[src/common/acbi_defines.svh]
// Purpose: Timing counts and widths for the converter host controller.
// Assumes: mclk at 100 MHz.
// Notes: Times in ns; cycle counts derived from them.
`ifndef ACBI_DEFINES_SVH
`define ACBI_DEFINES_SVH

// =============================================
// Clock and widths
// =============================================
`define ACBI_CLK_PERIOD_NS 10
`define ACBI_RESULT_W 10
`define ACBI_CHAN_W 2

// =============================================
// Times
// =============================================
`define ACBI_SAMPLE_MIN_NS 250
`define ACBI_SAMPLE_CYC ((`ACBI_SAMPLE_MIN_NS + `ACBI_CLK_PERIOD_NS - 1) / `ACBI_CLK_PERIOD_NS)
`define ACBI_DATA_SETTLE_NS 20
`define ACBI_SETTLE_CYC ((`ACBI_DATA_SETTLE_NS + `ACBI_CLK_PERIOD_NS - 1) / `ACBI_CLK_PERIOD_NS)
`define ACBI_READ_HOLD_NS 50
`define ACBI_READ_CYC ((`ACBI_READ_HOLD_NS + `ACBI_CLK_PERIOD_NS - 1) / `ACBI_CLK_PERIOD_NS)
`define ACBI_DONE_TIMEOUT_NS 2000
`define ACBI_TIMEOUT_CYC (`ACBI_DONE_TIMEOUT_NS / `ACBI_CLK_PERIOD_NS)
`define ACBI_CNT_W 8

`endif

[src/common/acbi_pkg.sv]
// Purpose: Types for the converter host controller.
// Assumes: Nothing beyond the defines header.
// Notes: Sequencer states only.
package acbi_pkg;
    typedef enum logic [2:0] {
        ACBI_IDLE,
        ACBI_SAMPLE,
        ACBI_WAIT_DONE,
        ACBI_SETTLE,
        ACBI_READ,
        ACBI_RELEASE
    } acbi_state_e;
endpackage : acbi_pkg

[src/common/acbi_sync_if.sv]
// Purpose: Carries raw pin levels into the synchroniser and clean levels back.
// Assumes: One clock.
// Notes: Bus and done travel together so they stay aligned.
`timescale 1ns/1ns
`include "acbi_defines.svh"
interface acbi_sync_if;
    logic done_raw_n;
    logic [`ACBI_RESULT_W-1:0] bus_raw;
    logic done_n;
    logic [`ACBI_RESULT_W-1:0] bus;
    modport sync (input done_raw_n, input bus_raw, output done_n, output bus);
    modport user (output done_raw_n, output bus_raw, input done_n, input bus);
endinterface : acbi_sync_if

[src/logic/acbi_sync.sv]
// Purpose: Two-flop synchroniser for converter output pins.
// Assumes: Pins are asynchronous to mclk.
// Notes: Data bus is only trusted after the settle or read wait, so skew between bits is harmless.
`timescale 1ns/1ns
`include "acbi_defines.svh"
module acbi_sync (
    input wire logic mclk,
    input wire logic rst,
    acbi_sync_if.sync sig
);
    logic [`ACBI_RESULT_W:0] stage1;
    logic [`ACBI_RESULT_W:0] stage2;

    // =============================================
    // Double flop
    // =============================================
    always_ff @(posedge mclk) begin
        if (rst) begin
            stage1 <= {1'b1, {`ACBI_RESULT_W{1'b0}}};
            stage2 <= {1'b1, {`ACBI_RESULT_W{1'b0}}};
        end else begin
            stage1 <= {sig.done_raw_n, sig.bus_raw};
            stage2 <= stage1;
        end
    end

    assign sig.done_n = stage2[`ACBI_RESULT_W];
    assign sig.bus = stage2[`ACBI_RESULT_W-1:0];
endmodule : acbi_sync

[src/logic/acbi_host.sv]
// Purpose: Host that starts conversions on the converter and reads the result bus.
// Assumes: mclk 100 MHz, synchronous active-high rst, converter pins asynchronous.
// Notes: Separate-strobe or tied-strobe sequencing chosen by tied_mode at start.
//
// Contract
// - Select lines are set before sample strobe falls and held through it.
// - Sample strobe is held low at least 250 ns in separate mode.
// - Chip select is held low whenever sample or read strobe is low.
// - Tied mode drives sample and read strobes low together.
`timescale 1ns/1ns
`include "acbi_defines.svh"
module acbi_host #(
    parameter int TIMEOUT_CYC = `ACBI_TIMEOUT_CYC
) (
    input wire logic mclk,
    input wire logic rst,
    input wire logic start,
    input wire logic tied_mode,
    input wire logic [`ACBI_CHAN_W-1:0] channel,
    output logic busy,
    output logic result_valid,
    output logic [`ACBI_RESULT_W-1:0] result,
    output logic timeout,
    output logic chip_select_n,
    output logic sample_hold_n,
    output logic read_n,
    output logic channel_select_lo,
    output logic channel_select_hi,
    input wire logic done_n,
    input wire logic [`ACBI_RESULT_W-1:0] result_bus
);
    acbi_pkg::acbi_state_e state;
    logic [`ACBI_CNT_W-1:0] cnt;
    logic [15:0] wait_cnt;
    logic tied;
    logic done_seen;
    acbi_sync_if sig ();

    assign sig.done_raw_n = done_n;
    assign sig.bus_raw = result_bus;

    acbi_sync u_sync (
        .mclk(mclk),
        .rst(rst),
        .sig(sig)
    );

    // =============================================
    // Sequencer
    // =============================================
    always_ff @(posedge mclk) begin
        if (rst) begin
            state <= acbi_pkg::ACBI_IDLE;
            cnt <= '0;
            tied <= 1'b0;
        end else begin
            case (state)
                acbi_pkg::ACBI_IDLE: begin
                    cnt <= '0;
                    if (start && sig.done_n) begin
                        tied <= tied_mode;
                        state <= acbi_pkg::ACBI_SAMPLE;
                    end
                end
                acbi_pkg::ACBI_SAMPLE: begin
                    cnt <= cnt + 8'h01;
                    if (tied) begin
                        state <= acbi_pkg::ACBI_WAIT_DONE;
                    // The strobe only falls one cycle into this state, so the count runs one
                    // further to keep it low for the whole minimum sampling time.
                    end else if (cnt == 8'(`ACBI_SAMPLE_CYC)) begin
                        state <= acbi_pkg::ACBI_WAIT_DONE;
                    end
                end
                acbi_pkg::ACBI_WAIT_DONE: begin
                    cnt <= '0;
                    if (!sig.done_n) begin
                        state <= tied ? acbi_pkg::ACBI_SETTLE : acbi_pkg::ACBI_READ;
                    end else if (timeout) begin
                        state <= acbi_pkg::ACBI_RELEASE;
                    end
                end
                acbi_pkg::ACBI_SETTLE: begin
                    cnt <= cnt + 8'h01;
                    if (cnt == 8'(`ACBI_SETTLE_CYC - 1)) begin
                        state <= acbi_pkg::ACBI_RELEASE;
                    end
                end
                acbi_pkg::ACBI_READ: begin
                    cnt <= cnt + 8'h01;
                    if (cnt == 8'(`ACBI_READ_CYC + 1)) begin
                        state <= acbi_pkg::ACBI_RELEASE;
                    end
                end
                acbi_pkg::ACBI_RELEASE: begin
                    if (sig.done_n) begin
                        state <= acbi_pkg::ACBI_IDLE;
                    end
                end
                default: begin
                    state <= acbi_pkg::ACBI_IDLE;
                end
            endcase
        end
    end

    // =============================================
    // Done timeout watchdog
    // =============================================
    always_ff @(posedge mclk) begin
        if (rst) begin
            wait_cnt <= '0;
        end else if (state == acbi_pkg::ACBI_WAIT_DONE) begin
            if (!timeout) begin
                wait_cnt <= wait_cnt + 16'h0001;
            end
        end else begin
            wait_cnt <= '0;
        end
    end
    // A lost done would otherwise hang the host; the watchdog frees it.
    assign timeout = (wait_cnt >= 16'(TIMEOUT_CYC));

    // =============================================
    // Pins
    // =============================================
    always_ff @(posedge mclk) begin
        if (rst) begin
            chip_select_n <= 1'b1;
            sample_hold_n <= 1'b1;
            read_n <= 1'b1;
            channel_select_lo <= 1'b0;
            channel_select_hi <= 1'b0;
        end else begin
            if (state == acbi_pkg::ACBI_IDLE && start && sig.done_n) begin
                channel_select_lo <= channel[0];
                channel_select_hi <= channel[1];
            end
            // Select lines go out two cycles before the strobe so they meet setup.
            chip_select_n <= !(state == acbi_pkg::ACBI_SAMPLE || state == acbi_pkg::ACBI_WAIT_DONE
                || state == acbi_pkg::ACBI_SETTLE || state == acbi_pkg::ACBI_READ);
            sample_hold_n <= !(state == acbi_pkg::ACBI_SAMPLE && cnt != 8'h00
                || tied && (state == acbi_pkg::ACBI_WAIT_DONE
                || state == acbi_pkg::ACBI_SETTLE));
            read_n <= !(state == acbi_pkg::ACBI_READ
                || tied && (state == acbi_pkg::ACBI_WAIT_DONE
                || state == acbi_pkg::ACBI_SETTLE));
        end
    end

    // =============================================
    // Result capture
    // =============================================
    always_ff @(posedge mclk) begin
        if (rst) begin
            result <= '0;
            result_valid <= 1'b0;
            done_seen <= 1'b0;
        end else begin
            result_valid <= 1'b0;
            done_seen <= (state == acbi_pkg::ACBI_RELEASE);
            if ((state == acbi_pkg::ACBI_SETTLE && cnt == 8'(`ACBI_SETTLE_CYC - 1))
                || (state == acbi_pkg::ACBI_READ && cnt == 8'(`ACBI_READ_CYC + 1))) begin
                if (!read_n && !chip_select_n) begin
                    result <= sig.bus;
                    result_valid <= 1'b1;
                end
            end
        end
    end

    assign busy = (state != acbi_pkg::ACBI_IDLE) || done_seen;
endmodule : acbi_host

[config.mk]
export PLATFORM = sky130hd
export DESIGN_NAME = acbi_host
export DESIGN_NICKNAME = d
export VERILOG_FILES = /design/src/common/acbi_pkg.sv /design/src/common/acbi_sync_if.sv /design/src/logic/acbi_sync.sv /design/src/logic/acbi_host.sv
export VERILOG_INCLUDE_DIRS = /design/src /design/src/common
export SDC_FILE = /design/constraint.sdc
export NUM_CORES = 1
export LEC_CHECK = 0
export ABC_AREA = 1
export BUFFER_PORTS_ARGS = -buffer_cell sky130_fd_sc_hd__clkbuf_2
export CAP_MARGIN = 30
export CORE_ASPECT_RATIO = 1.5
export CORE_UTILIZATION = 28
export CTS_CLUSTER_SIZE = 10
export DETAILED_ROUTE_END_ITERATION = 6
export PLACE_DENSITY = 0.48
export REMOVE_ABC_BUFFERS = 1
export SYNTH_ARGS = -nofsm -noshare
export SYNTH_HDL_FRONTEND = slang
export SYNTH_SLANG_ARGS = --single-unit
[constraint.sdc]
create_clock -name mclk -period 3.5 [get_ports mclk]
set_clock_uncertainty 0.1 [all_clocks]
set_input_delay 0.7 -clock mclk [delete_from_list [all_inputs] [get_ports mclk]]
set_output_delay 0.7 -clock mclk [all_outputs]
set_load 0.05 [all_outputs]
==> run metrics <==
I/O Buffers 34; die area 10110 um^2; depth of the CTS H-tree 3; final WL 5151 um; GR Util All Layers 12.09%; # diodes 0; FF-to-FF path depth 8; Worst Hold Path EP u_sync.stage2[5]; Hold Crit Class register to register; Peak supply drop 0.4325 mV; post-CTS setup buffer count 0; crit-path cells nor2_4 -> nand2_1 -> or2_2 -> clkbuf_2; measured slew at the worst slew-check pin 0.8427 ns; clk buf depth 2; slowest stage cell, crit path dfxtp_1; grt ovf 0; Post-Synthesis Cells 375; PwrDens 655.0 nW/um^2; YS warnings 0; Hold Crit Depth 2; post-synthesis sequential area ratio 49.38%; Static Leak 1.552 nW; crit path max fanout 7; routed len/inst 9.793 um; Synth async-reset ratio 0%; worst hold path startpoint u_sync.stage1[5]; synth unique cells 25; total CTS buffers 9; largest net degree at the start of global routing 29; CTS clk-pin slew, worst paths about 0.050 ns; initial core utilization 29.02%; worst endpoint required time 2.70 ns; pre-CTS setup slack 1.407 ns; Final Hold Viols 0; clock latency on the worst-skew pair approximately 0.33 ns; core area ~9400 um^2; final slew viol count 0; I/O pins 35; crit path launch type register; Clock Tree Root clkbuf_16; ys flop type dfxtp_1; num rows 43; hold_buf cts 0; Final TNS setup 0 ns; first-pass GRT wire length ~9000 um; mapped cell area 2716 um^2; via density per instance roughly 4.2; dpl hpwl 3774 um; final worst slack 1.159 ns; antenna violations before repair 0; RSZ-0062 raised after global routing no; RD Place Congestion a little over 0.8; post-cts sizing count 0; Layout area overhead 20.31%; layout cells sized above 1 14.98%; clock sink count 67; status finished, final reports clean; Slew HR 43.82%; Chip Width 82.42 um; Die Span Y 122.6 um; Tmin final 2.341 ns; vias in the first global route 2137; EDFF count, synth 0; nature of the critical path endpoint output pin; drt first pass iters 4; Vias 2219; fin util between 30% and 40%; DRC Markers 0; CP arrival 1.54 ns; CTS tree done; Mapped Avg Cell Area 7.244 um^2; RR Endpoint result[1]; 1st-iter DRT viols 87; overall power consumption approximately 2.1 mW; critical path class register to output pin; nets@finish around 440; Seq cells post-synth 67; fmax 427.2 MHz; r2r setup slk approximately 1.5 ns; Final setup viols 0; crit share post-route 66.88%; reg2reg start cnt[0]; # Max-Cap Violations 0; slowest stage delay, CP between 0.3 and 0.4 ns; Antenna Nets Post-Route 0
power by group:
group          switching (mW)  internal (mW)  total [mW]
logic                   0.284          0.124       0.408
registers              0.0561          0.816       0.872
clock network           0.301          0.559       0.860
synth_stat cells (2+ instances only):
cell,count,share of area [%]
nor3_1,6,1.1
a21oi_1,16,2.9
buf_2,5,0.92
nand2_2,3,0.69
nand2_1,65,9.0
nor2_4,2,0.83
nor3_2,2,0.74
a211oi_1,2,0.55
nor2_2,3,0.69
dfxtp_1,67,49
clkbuf_1,3,0.41
inv_1,71,9.8
nand3_1,16,2.9
xor2_1,2,0.64
or2_2,3,0.69
nand4_1,4,0.92
ha_1,6,2.8
nor2_1,84,12
o21ai_0,9,1.7
kinds of logic after synthesis:
logic type                 after synthesis  share of synthesized area [%]
DFF                                     67                          49.38
AOI/OAI and AO/OA                       29                          5.712
xor gates and xnor gates                 3                         0.9675
adders and majority gates                6                          2.764
buffers and inverters                   81                          11.70
and+or+nand+nor                        189                          29.48
cells in the final DEF (no fill, tap or decap):
| master | instances |
|---|---|
| o21ai_2 | 1 |
| nor3_2 | 2 |
| inv_1 | 71 |
| clkbuf_1 | 1 |
| clkinv_4 | 1 |
| clkbuf_2 | 34 |
| nand2_1 | 65 |
| clkbuf_8 | 1 |
| or2_2 | 3 |
| nor2_4 | 2 |
| a211oi_1 | 2 |
| ha_1 | 6 |
| inv_2 | 1 |
| a21oi_1 | 16 |
| dfxtp_1 | 67 |
| buf_4 | 1 |
| xor2_1 | 2 |
| nand3_1 | 16 |
| nand3b_1 | 1 |
| o21ai_0 | 9 |
| nor2_1 | 84 |
| nor3_1 | 6 |
| a31oi_1 | 1 |
| clkbuf_16 | 9 |
| nand4_1 | 4 |
| nor2_2 | 3 |
| xnor2_1 | 1 |
| nand2_2 | 3 |
| bufinv_16 | 1 |
how the worst max path moves through the flow:
stage,startpoint,end,slack (ns),depth (start not counted)
finish,state[0],busy,1.16,4
floorplan,state[0],busy,1.70,3
global route,state[0],busy,1.09,4
global placement,rst,wait_cnt[1],1.43,4
CTS,state[0],busy,1.14,4
detailed placement,rst,wait_cnt[1],1.41,4
final cells by class:
class,instances,area [um^2]
fillers,1039,6093
flip-flops and latches,67,1341
multi-input cells,227,1057
inverters,72,270.3
clock buffers,11,242.7
repair buffers,35,177.7
well taps,112,140.1
clock inverters,2,38.79
flip-flops by register name (all words and copies together), names as in the netlist:
register / flops
result_valid: 1
done_seen: 1
channel_select_lo: 1
tied: 1
read_n: 1
result: 10
u_sync.stage1: 11
chip_select_n: 1
state: 3
channel_select_hi: 1
sample_hold_n: 1
u_sync.stage2: 11
wait_cnt: 16
cnt: 8
layer usage:
metal,wire length (um),track usage (%),vias to the layer above,part of all wire [%]
met4,99,6.250,0,1.9
met5,0,0,-,0
met1,2281,12.76,989,44
met2,2582,20.71,30,50
li1,-,-,1193,-
met3,188,4.164,7,3.6
through the flow:
stage,cells,area [um^2],hold slack [ns]
floorplan,366,2669,0.2883
global placement,513,2987,0.2901
detailed placement,513,2987,0.2920
CTS,526,3268,0.2993
global route,526,3268,0.3116
finish,526,3268,0.2999
worst max-delay path: cells and delay by family (launching register included):
kind	cells	cell delay, ns
simple gates	3	0.58
flops	1	0.38
buf+inv	1	0.24
No activity file was read; power rests on OpenSTA's default activity.
